<file path="config.mk">
export PLATFORM = sky130hd
export DESIGN_NAME = pll_lock_detect
export DESIGN_NICKNAME = d
export VERILOG_FILES = /design/src/hdl/lock_detect_pkg.sv /design/src/hdl/pll_lock_detect.sv
export SDC_FILE = /design/constraint.sdc
export NUM_CORES = 1
export LEC_CHECK = 0
export BUFFER_PORTS_ARGS = -buffer_cell sky130_fd_sc_hd__clkbuf_2
export CAP_MARGIN = 0
export CORE_MARGIN = 10
export CORE_UTILIZATION = 25
export DETAILED_ROUTE_END_ITERATION = 10
export PLACE_DENSITY = 0.47
export SLEW_MARGIN = 20
export SYNTH_ARGS = -nofsm -noshare
export SYNTH_HDL_FRONTEND = slang
export SYNTH_SLANG_ARGS = --single-unit
</file>
<file path="constraint.sdc">
create_clock -name CORE_CLK -period 4.8 [get_ports CORE_CLK]
set_clock_uncertainty 0.15 [all_clocks]
set_input_delay 0.72 -clock CORE_CLK [delete_from_list [all_inputs] [get_ports CORE_CLK]]
set_output_delay 0.72 -clock CORE_CLK [all_outputs]
set_load 0.1 [all_outputs]
</file>
<file path="src/hdl/lock_detect_pkg.sv">
// Shared constants, register map and carrier types of the lock detector
package lock_detect_pkg;
    // Register indices; the byte address is four times the index
    localparam logic [7:0] IDX_LOCK_CFG = 8'h18;
    localparam logic [7:0] IDX_CNT_DELAY = 8'h19;
    localparam logic [7:0] IDX_ABL_CFG = 8'h1A;
    localparam logic [7:0] IDX_STATUS = 8'h1B;
    localparam logic [7:0] IDX_IRQ_STAT = 8'h1C;
    localparam logic [7:0] IDX_IRQ_EN = 8'h1D;
    localparam logic [7:0] IDX_IRQ_CLR = 8'h1E;
    localparam int ADDR_W = 10;
    localparam int ADDR_LSB = 2;
    localparam int DATA_W = 32;
    localparam int REG_W = 8;
    // Field positions
    localparam int F_CNT_SEL_LO = 5;
    localparam int F_WIN_SEL = 4;
    localparam int F_DET_DIS = 3;
    localparam int F_SYNC_LO = 6;
    localparam int F_RDLY_LO = 3;
    localparam int F_NDLY_LO = 0;
    localparam int F_ABL_LO = 0;
    // Reset values
    localparam logic [7:0] RST_LOCK_CFG = 8'h00;
    localparam logic [7:0] RST_CNT_DELAY = 8'h00;
    localparam logic [7:0] RST_ABL_CFG = 8'h00;
    // Lock run lengths
    localparam logic [7:0] RUN_5 = 8'h05;
    localparam logic [7:0] RUN_16 = 8'h10;
    localparam logic [7:0] RUN_64 = 8'h40;
    localparam logic [7:0] RUN_255 = 8'hFF;
    // Antibacklash widths in picoseconds
    localparam logic [12:0] ABL_2P9_PS = 13'h0B54;
    localparam logic [12:0] ABL_1P3_PS = 13'h0514;
    localparam logic [12:0] ABL_6P0_PS = 13'h1770;
    // Interrupt bits
    localparam int IRQ_LOCK = 0;
    localparam int IRQ_UNLOCK = 1;
    localparam int IRQ_W = 2;

    typedef enum logic [1:0] {
        SYNC_NONE = 2'b00,
        SYNC_ASYNC = 2'b01,
        SYNC_SYNC = 2'b10,
        SYNC_NONE2 = 2'b11
    } sync_mode_t;

    // One comparator cycle as reported by the timing front end
    typedef struct packed {
        logic valid;
        logic in_high_win;
        logic in_low_win;
        logic beyond_loss;
    } cmp_sample_t;

    typedef struct packed {
        logic [ADDR_W-1:0] addr;
        logic [DATA_W-1:0] wdata;
        logic wr;
        logic rd;
    } reg_req_t;

    typedef struct packed {
        logic cnt_rst_async;
        logic cnt_rst_sync;
        logic [2:0] ref_delay;
        logic [2:0] fb_delay;
        logic [1:0] abl_code;
        logic [12:0] abl_width_ps;
    } loop_ctrl_t;
endpackage

</file>
<file path="src/hdl/pll_lock_detect.sv">
// Digital lock detector with counter reset and path delay control
`timescale 1ns/10ps
module pll_lock_detect
    import lock_detect_pkg::*;
(
    // Clock and reset
    input wire logic CORE_CLK,
    input wire logic RESET,
    // Register port
    input wire reg_req_t REG_REQ,
    output logic [DATA_W-1:0] REG_RDATA,
    // Comparator cycle results
    input wire cmp_sample_t CMP_SAMPLE,
    // Align pin request, one cycle pulse
    input wire logic ALIGN_REQ,
    // Loop controls and status
    output loop_ctrl_t LOOP_CTRL,
    output logic LOCK_STATUS_PIN,
    output logic IRQ
);

    // ==========================================================
    // Register decode
    logic [7:0] idx;
    logic [REG_W-1:0] lock_cfg_q;
    logic [REG_W-1:0] cnt_delay_q;
    logic [REG_W-1:0] abl_cfg_q;
    logic [IRQ_W-1:0] irq_stat_q;
    logic [IRQ_W-1:0] irq_en_q;
    logic lock_q;
    logic [7:0] run_q;

    assign idx = REG_REQ.addr[ADDR_W-1:ADDR_LSB];

    always_ff @(posedge CORE_CLK) begin
        if (RESET) begin
            lock_cfg_q <= RST_LOCK_CFG;
            cnt_delay_q <= RST_CNT_DELAY;
            abl_cfg_q <= RST_ABL_CFG;
            irq_en_q <= '0;
        end else if (REG_REQ.wr) begin
            unique case (idx)
                IDX_LOCK_CFG: begin
                    lock_cfg_q <= REG_REQ.wdata[REG_W-1:0];
                end
                IDX_CNT_DELAY: begin
                    cnt_delay_q <= REG_REQ.wdata[REG_W-1:0];
                end
                IDX_ABL_CFG: begin
                    abl_cfg_q <= REG_REQ.wdata[REG_W-1:0];
                end
                IDX_IRQ_EN: begin
                    irq_en_q <= REG_REQ.wdata[IRQ_W-1:0];
                end
                default: begin
                end
            endcase
        end
    end

    // Read data valid only in the cycle after the strobe
    always_ff @(posedge CORE_CLK) begin
        if (RESET) begin
            REG_RDATA <= '0;
        end else if (REG_REQ.rd) begin
            unique case (idx)
                IDX_LOCK_CFG: REG_RDATA <= {24'h000000, lock_cfg_q};
                IDX_CNT_DELAY: REG_RDATA <= {24'h000000, cnt_delay_q};
                IDX_ABL_CFG: REG_RDATA <= {24'h000000, abl_cfg_q};
                IDX_STATUS: REG_RDATA <= {24'h000000, run_q[6:0], lock_q};
                IDX_IRQ_STAT: REG_RDATA <= {30'h00000000, irq_stat_q};
                IDX_IRQ_EN: REG_RDATA <= {30'h00000000, irq_en_q};
                default: REG_RDATA <= '0;
            endcase
        end else begin
            REG_RDATA <= '0;
        end
    end

    // ==========================================================
    // Lock qualification
    logic [7:0] run_target;
    logic in_win;
    logic det_disabled;

    always_comb begin
        unique case (lock_cfg_q[F_CNT_SEL_LO +: 2])
            2'b00: run_target = RUN_5;
            2'b01: run_target = RUN_16;
            2'b10: run_target = RUN_64;
            2'b11: run_target = RUN_255;
        endcase
    end

    assign in_win = lock_cfg_q[F_WIN_SEL] ? CMP_SAMPLE.in_low_win : CMP_SAMPLE.in_high_win;
    assign det_disabled = lock_cfg_q[F_DET_DIS];

    always_ff @(posedge CORE_CLK) begin
        if (RESET || det_disabled) begin
            run_q <= '0;
        end else if (CMP_SAMPLE.valid && !lock_q) begin
            if (!in_win) begin
                run_q <= '0;
            end else if (run_q != run_target) begin
                run_q <= run_q + 8'h01;
            end
        end else if (lock_q) begin
            run_q <= '0;
        end
    end

    // Disabled detector reports unlocked, so no stale lock survives
    always_ff @(posedge CORE_CLK) begin
        if (RESET || det_disabled) begin
            lock_q <= 1'b0;
        end else if (CMP_SAMPLE.valid) begin
            if (!lock_q) begin
                if (in_win && (run_q + 8'h01 == run_target)) begin
                    lock_q <= 1'b1;
                end
            end else if (CMP_SAMPLE.beyond_loss) begin
                lock_q <= 1'b0;
            end
        end
    end

    assign LOCK_STATUS_PIN = lock_q;

    // ==========================================================
    // Interrupts
    logic lock_prev_q;
    logic [IRQ_W-1:0] irq_evt;
    logic [IRQ_W-1:0] irq_clr;

    always_ff @(posedge CORE_CLK) begin
        if (RESET) begin
            lock_prev_q <= 1'b0;
        end else begin
            lock_prev_q <= lock_q;
        end
    end

    assign irq_evt[IRQ_LOCK] = lock_q && !lock_prev_q;
    assign irq_evt[IRQ_UNLOCK] = !lock_q && lock_prev_q;
    assign irq_clr = (REG_REQ.wr && idx == IDX_IRQ_CLR) ? REG_REQ.wdata[IRQ_W-1:0] : '0;

    // Set wins over a simultaneous clear
    always_ff @(posedge CORE_CLK) begin
        if (RESET) begin
            irq_stat_q <= '0;
        end else begin
            irq_stat_q <= (irq_stat_q & ~irq_clr) | irq_evt;
        end
    end

    assign IRQ = |(irq_stat_q & irq_en_q);

    // ==========================================================
    // Counter reset and path controls
    sync_mode_t sync_mode;
    assign sync_mode = sync_mode_t'(cnt_delay_q[F_SYNC_LO +: 2]);

    // Async and sync counter resets are both one-cycle pulses registered from ALIGN_REQ
    always_ff @(posedge CORE_CLK) begin
        if (RESET) begin
            LOOP_CTRL <= '0;
        end else begin
            LOOP_CTRL.cnt_rst_async <= ALIGN_REQ && (sync_mode == SYNC_ASYNC);
            LOOP_CTRL.cnt_rst_sync <= ALIGN_REQ && (sync_mode == SYNC_SYNC);
            LOOP_CTRL.ref_delay <= cnt_delay_q[F_RDLY_LO +: 3];
            LOOP_CTRL.fb_delay <= cnt_delay_q[F_NDLY_LO +: 3];
            LOOP_CTRL.abl_code <= abl_cfg_q[F_ABL_LO +: 2];
            unique case (abl_cfg_q[F_ABL_LO +: 2])
                2'b01: LOOP_CTRL.abl_width_ps <= ABL_1P3_PS;
                2'b10: LOOP_CTRL.abl_width_ps <= ABL_6P0_PS;
                default: LOOP_CTRL.abl_width_ps <= ABL_2P9_PS;
            endcase
        end
    end

endmodule // pll_lock_detect

</file>
==> results by group, run 1 <==
Route
  – First-pass iteration count of the detailed router: 5
  – Post-DR wirelength/cell: 14.95 µm
  – DRC: 0
  – DR iter-0 viols: 139
  – Via count: 2,430
  – DR vias/cell: 4.585
  – WL final: 7923 µm
  – Routed Antenna Nets: 0

Synthesis
  – Syn Std Cell Area: 3019 µm²
  – Area share of the largest cell type after synthesis: 41.11%
  – Post-synth EDFFs: 0
  – Register area share after synthesis: 41.11%
  – Mapped Cells: 336
  – YS warnings: 0
  – Unique masters post-synth: 55
  – Top FF cell, synth: dfxtp_1
  – Avg Cell Area, Syn: 8.986 µm²
  – Area leader, netlist: dfxtp_1
  – Top post-synthesis cells by area: dfxtp_1 (41%), buf_4 (7.7%), mux2i_1 (6.0%)
  – Post-synth ARST share: 0%
  – Synth Register Bits: 62

CTS
  – CTS resizes: 0
  – Clock sinks: 62
  – # hold bufs at CTS: 0
  – Post-CTS setup buffers: 0
  – H-tree depth: 3
  – Num CTS Buffers: 9
  – CTS tree: built
  – Clk slew on worst S/H paths: 50 ps
  – Clk root buf: clkbuf_16
  – Later-pin clock latency in the skew report: 320 ps
  – Clock Tree Buf Depth: 2

Setup path
  – Reg2reg end: run_q[1]
  – CP top delay family: compound AO/OA/AOI/OAI gates
  – R2R depth: 6
  – Setup slack, reg-to-reg: 2300 ps
  – Reg2reg start: lock_cfg_q[5]
  – Maximum fanout along the worst path: 9
  – Crit path DAT: 2530 ps
  – CP startpoint kind: register
  – Worst path cell trace: ha_1, or4_1, o22a_1, o41a_1, nand4_1, o21ai_0
  – Critical-path top delay cell: o41a_1
  – Crit path largest cell delay: 600 ps
  – Crit path capture type: register
  – Critical setup path kind: reg2reg
  – Data required, critical path: 4840 ps
  – WP buf/inv: 0

Global routing
  – Initial antenna violation count: 0
  – Global-route wire length before repair: 12,620 µm
  – Pin count of the biggest net entering global routing: 51
  – Number of global-route vias before repair: 2,484
  – Tot GR Track Use: 9.405%
  – Total gr overflow: 0

Finish
  – Nets: 437
  – Most frequent cells in the layout: dfxtp_1 (62), clkbuf_2 (53), nor2_1 (39)
  – Layout area overhead: 17.99%
  – Diode count: 0
  – Most common cell after layout, fill and taps aside: dfxtp_1
  – Share of layout cells above drive strength 1: 21.41%
  – Non-filler cells, final: 530

Hold path
  – Hold endpoint: abl_cfg_q[3]
  – Worst Min Path Start: abl_cfg_q[3]
  – Hold depth: 2
  – Hold crit path type: reg2reg

STA
  – Relative slew margins: 50.01%
  – Max Freq: 400.4 MHz
  – Setup TNS: 0 ps
  – Final setup violation count: 0
  – Crit share post-route: 52.03%
  – Hold Fails Final Rpt: 0
  – Slew @ Worst Pin: 748.4 ps
  – RSZ-0062 raised after global routing: false
  – Min Tclk post-route: 2498 ps
  – Final slew viol count: 0

Place
  – Cells after DPL: 514
  – Port bufs: 53
  – DP Wirelength: 5794 µm
  – Gpl congestion: 0.8182

Floorplan
  – Die area: 16,870 µm²
  – Core Rows: 40
  – I/O pin count: 108
  – Chip width: 129.9 µm
  – Core area: 11,910 µm²
  – Chip Height: 129.9 µm
  – Initial core utilization: 25.35%

Power
  – Pleak: 0.001532 µW
  – Power Dens Cells: 361.5 nW/µm²
  – Maximum vdd drop: 0.1380 mV

Status
  – Status: complete, no violations

Run
  – Max-cap violation count: 0
## routing by layer
| metal | GRT usage (%) | wire, µm | up-vias |
|---|---|---|---|
| met1 | 11.78 | 3526 | 1139 |
| met2 | 14.81 | 3821 | 82 |
| met4 | 3.042 | 65 | 0 |
| met5 | 0 | 0 | - |
| li1 | - | - | 1205 |
| met3 | 3.245 | 509 | 4 |
## through the flow
stage | worst slack [ps] | power (µW) | hold slack, ps | instance area (µm²) | utilization, %
detailed placement | 2007 | 696.0 | 298.3 | 3277 | 27.51
CTS | 2306 | 1307 | 307.1 | 3562 | 29.91
finish | 2302 | 1288 | 308.3 | 3562 | 29.91
global route | 2168 | 1345 | 324.6 | 3562 | 29.91
global placement | 2046 | 695.5 | 291.5 | 3277 | 27.51
floorplan | 2506 | 691.3 | 284.6 | 3120 | -
## sequential cells by signal, summed over array words and instances (netlist names)
| signal | count |
|---|---|
| LOCK_STATUS_PIN | 1 |
| LOOP_CTRL | 16 |
| REG_RDATA | 8 |
| abl_cfg_q | 8 |
| cnt_delay_q | 8 |
| irq_en_q | 2 |
| irq_stat_q | 2 |
| lock_cfg_q | 8 |
| lock_prev_q | 1 |
| run_q | 8 |
## power breakdown
part,internal (µW),switching [µW]
Sequential,518,2.88
Combinational,18.1,147
Clock,365,237
## final cells by class
class                      count  area [µm²]
fill                        1283        8349
multi-input combinational    244        1545
sequential                    62        1241
timing repair buffer          56       287.8
clock buffer                  10       239.0
tap                          147       183.9
clock inverter                 6       46.29
inverter                       5       18.77
## worst max path at each step
stage                       start  cells past startpoint  slack, ps        endpoint
floorplan             REG_REQ[43]                      6       2510  cnt_delay_q[7]
finish              lock_cfg_q[5]                      6       2300        run_q[1]
global placement      REG_REQ[36]                      5       2050  cnt_delay_q[1]
global route        lock_cfg_q[5]                      6       2170        run_q[1]
CTS                 lock_cfg_q[5]                      6       2310        run_q[1]
detailed placement    REG_REQ[36]                      5       2010  cnt_delay_q[0]
## kinds of logic after synthesis
group           Yosys count  synth area share, %
compound gates           56                13.80
xor+xnor                  9                2.611
fa+ha+maj                 8                3.316
buf+inv                  57                11.27
flops                    62                41.11
mux                      21                7.832
other cells               1               0.1242
simple gates            122                19.93
## cell usage after synthesis, drive strengths merged (2+ instances only)
cell type and n:
a222oi 6, a31oi 3, ha 8, nand2 26
nand3 18, nor2b 12, nand4 4, xor2 3
nor4bb 3, and3 2, xnor2 6, nor2 39
mux4 2, or4 2, a21oi 14, nor3 6
clkbuf 17, inv 5, dfxtp 62, nand2b 2
a22oi 2, mux2i 18, o21ai 7, a211oi 3
buf 35, a22o 7
## worst register-to-register path, cell delays in order (launching register included)
cell and delay [ps]:
dfxtp_1 380, ha_1 360, or4_1 430, o22a_1 210, o41a_1 600, nand4_1 160, o21ai_0 80
(Power assumes the default switching activity.)
==> run 2: changes to the inputs <==
--- a/config.mk
+++ b/config.mk
@@ -5,12 +5,13 @@
 export SDC_FILE = /design/constraint.sdc
 export NUM_CORES = 1
 export LEC_CHECK = 0
+export ABC_AREA = 1
 export BUFFER_PORTS_ARGS = -buffer_cell sky130_fd_sc_hd__clkbuf_2
 export CAP_MARGIN = 0
 export CORE_MARGIN = 10
 export CORE_UTILIZATION = 25
 export DETAILED_ROUTE_END_ITERATION = 10
-export PLACE_DENSITY = 0.47
+export PLACE_DENSITY = 0.46
 export SLEW_MARGIN = 20
 export SYNTH_ARGS = -nofsm -noshare
 export SYNTH_HDL_FRONTEND = slang
==> constraint.sdc (replaced) <==
create_clock -name CORE_CLK -period 2.34 [get_ports CORE_CLK]
set_clock_uncertainty 0.15 [all_clocks]
set_input_delay 0.351 -clock CORE_CLK [delete_from_list [all_inputs] [get_ports CORE_CLK]]
set_output_delay 0.351 -clock CORE_CLK [all_outputs]
set_load 0.1 [all_outputs]
==> run 2 against run 1 <==
- count of clock-buffer cells in the layout did not move
- first-iteration DRC count shrank 1.4%
- combinational power grew 150%
- wire length rose by 8.5%
- area after synthesis rose by 7.3%
- fmax grew 22%
- total power up 120%
- via count rose by 17%
- sequential power is 110% higher
- core utilization increased by 0.31 points
- highest routed layer unchanged
==> results by group, run 2 <==
Floorplan
  – Chip width: 133.8 µm (+3.0%)
  – Chip Height: 133.8 µm (+3.0%)
  – I/O pin count: 108 (unchanged)
  – Core area: 12,670 µm² (+6.4%)
  – Core Rows: 41 (+2.5%)
  – Die area: 17,910 µm² (+6.2%)
  – Initial core utilization: 25.57% (+0.22 points)

Synthesis
  – Avg Cell Area, Syn: 7.151 µm² (-20%)
  – YS warnings: 0 (unchanged)
  – Synth Register Bits: 62 (unchanged)
  – Post-synth ARST share: 0% (unchanged)
  – Unique masters post-synth: 32 (-42%)
  – Area leader, netlist: dfxtp_1
  – Top post-synthesis cells by area: dfxtp_1 (38%), nand2_1 (10%), buf_4 (7.9%)
  – Top FF cell, synth: dfxtp_1
  – Mapped Cells: 453 (+35%)
  – Register area share after synthesis: 38.32% (-2.8 points)
  – Syn Std Cell Area: 3239 µm² (+7.3%)
  – Area share of the largest cell type after synthesis: 38.32% (-2.8 points)
  – Most frequent cell after synthesis: nand2_1
  – Post-synth top cells: nand2_1 (86), dfxtp_1 (62), inv_1 (55)
  – Post-synth EDFFs: 0 (unchanged)

CTS
  – # hold bufs at CTS: 0 (unchanged)
  – Later-pin clock latency in the skew report: 330 ps (about the same)
  – Num CTS Buffers: 9 (unchanged)
  – H-tree depth: 3 (unchanged)
  – Clock sinks: 62 (unchanged)
  – Clk slew on worst S/H paths: 60 ps (about the same)
  – Post-CTS setup buffers: 0 (unchanged)
  – CTS tree: built
  – Clock Tree Buf Depth: 2 (unchanged)
  – Clk root buf: clkbuf_16

Route
  – Post-DR wirelength/cell: 12.68 µm (-15%)
  – DR iter-0 viols: 137 (-1.4%)
  – Via count: 2,855 (+17%)
  – Routed Antenna Nets: 0 (unchanged)
  – DRC: 0 (unchanged)
  – First-pass iteration count of the detailed router: 5 (unchanged)
  – WL final: 8597 µm (+8.5%)
  – DR vias/cell: 4.211 (-8.2%)

Place
  – DP Wirelength: 6771 µm (+17%)
  – Instance area at placement: 3517 µm² (+7.3%)
  – Gpl congestion: 0.8145 (-0.45%)
  – Cells after DPL: 662 (+29%)
  – Port bufs: 53 (unchanged)

Run
  – Max-cap violation count: 0 (unchanged)

STA
  – RSZ-0062 raised after global routing: false
  – Final setup violation count: 0 (unchanged)
  – Min Hold Slack: 114.6 ps (-193.6 ps)
  – Hold Fails Final Rpt: 0 (unchanged)
  – Final slew viol count: 0 (unchanged)
  – Setup TNS: 0 ps (unchanged)
  – Relative slew margins: 63.47% (+13 points)
  – Crit share post-route: 87.80% (+36 points)
  – Slew @ Worst Pin: 550.4 ps (-198.0 ps)
  – Min Tclk post-route: 2054 ps (-443.3 ps)
  – Max Freq: 486.8 MHz (+22%)

Setup path
  – CP top delay family: simple AND/OR/NAND/NOR gates
  – Critical-path top delay cell: dfxtp_1
  – Crit path largest cell delay: 420 ps (-180 ps)
  – Critical setup path kind: reg2reg
  – CP startpoint kind: register
  – WP buf/inv: 3 (+3)
  – Maximum fanout along the worst path: 14 (+5)
  – Worst path cell trace: inv_1, ha_1, inv_1, nand2_1, nand2_1, nand2_1, nor2_1, nand3_2, nand2_4, inv_1, nor2_1, nor2_1
  – Crit path DAT: 2120 ps (-410 ps)
  – Data required, critical path: 2410 ps (-2430 ps)
  – Crit path capture type: register

Finish
  – Diode count: 0 (unchanged)
  – Non-filler cells, final: 678 (+28%)
  – Most common cell after layout, fill and taps aside: nand2_1
  – Layout area overhead: 18.19%
  – Most frequent cells in the layout: nand2_1 (86), dfxtp_1 (62), inv_1 (55)
  – Nets: 560 (+28%)
  – Layout fillers: 1,412 (+10%)
  – Largest Register: LOOP_CTRL
  – Share of layout cells above drive strength 1: 19.17% (-2.2 points)
  – Post-route cell area: 3829 µm² (+7.5%)
  – Max reg flops: 16 (unchanged)

Global routing
  – Initial antenna violation count: 0 (unchanged)
  – Global-route wire length before repair: 14,720 µm (+17%)
  – Number of global-route vias before repair: 3,077 (+24%)
  – Tot GR Track Use: 9.896% (+0.49 points)
  – Total gr overflow: 0 (unchanged)
  – Pin count of the biggest net entering global routing: 25 (-51%)

Power
  – Power Dens Cells: 746.6 nW/µm² (+110%)
  – Maximum vdd drop: 0.3136 mV (+130%)
  – Pleak: 0.001656 µW (+8.0%)

Hold path
  – Hold crit path type: in2reg

Status
  – Status: complete, no violations
run 2: layout make-up:
| cell class | instances | area (µm²) | share of cell area [%] |
|---|---|---|---|
| Clock buffer | 10 | 239.0 | 6.242 |
| Clock inverter | 6 | 70.07 | 1.830 |
| Sequential cell | 62 | 1241 | 32.42 |
| Multi-Input combinational cell | 311 | 1541 | 40.26 |
| Timing Repair Buffer | 57 | 295.3 | 7.712 |
| Inverter | 60 | 226.5 | 5.915 |
| Tap cell | 172 | 215.2 | 5.621 |
run 2: path summary, 6_finish.rpt:
check | startpoint | depth (start not counted) | end | slack [ps]
worst max register to register | lock_cfg_q[5] | 12 | run_q[5] | 290
worst min-delay path | ALIGN_REQ | 3 | LOOP_CTRL[22] | 110
worst min register to register | cnt_delay_q[3] | 2 | LOOP_CTRL[18] | 300
worst max-delay path | lock_cfg_q[5] | 12 | run_q[5] | 290
run 2: per-stage QoR:
step                      power [µW]  utilization, %  worst slack (ps)
after global placement          1522           27.76             146.8
after global routing            2964           30.22             93.95
after CTS                       2890           30.20             113.0
final                           2859           30.22             285.6
after floorplan                 1499               -             314.3
after detailed placement        1523           27.76             135.9
run 2: worst reg2reg max path, delay by kind of cell (launching register included):
kind	cells	cell delay, ps
flops	1	420
fa+ha+maj	1	370
buf+inv	3	310
simple gates	8	690
run 2: where the power goes:
part           switching [µW]  internal (µW)
combinational             350           60.4
sequential               18.9           1070
clock                     501            858
run 2: kinds of logic (layout without fill, tap and decap cells):
logic type      after synthesis  in the layout  share of synthesized area, %
flops                        62             62                         38.32
fa+ha+maj                     8              8                         3.090
compound gates               79             79                         12.79
buf+inv                     107            133                         17.30
other cells                   1             28                        0.1158
simple gates                190            190                         26.77
xor+xnor                      6              6                         1.622
run 2: layer usage:
layer | track usage [%] | wire, µm | vias to the layer above
met5 | 0 | 0 | -
met4 | 4.111 | 178 | 0
met3 | 2.987 | 536 | 13
met2 | 16.16 | 3983 | 74
met1 | 11.82 | 3899 | 1294
li1 | - | - | 1474
run 2: what timing repair did:
action | CTS | global route
endpoints found under the setup margin | 0 | 5
endpoints found under the hold margin | 0 | 0
gates resized for setup | 0 | 1
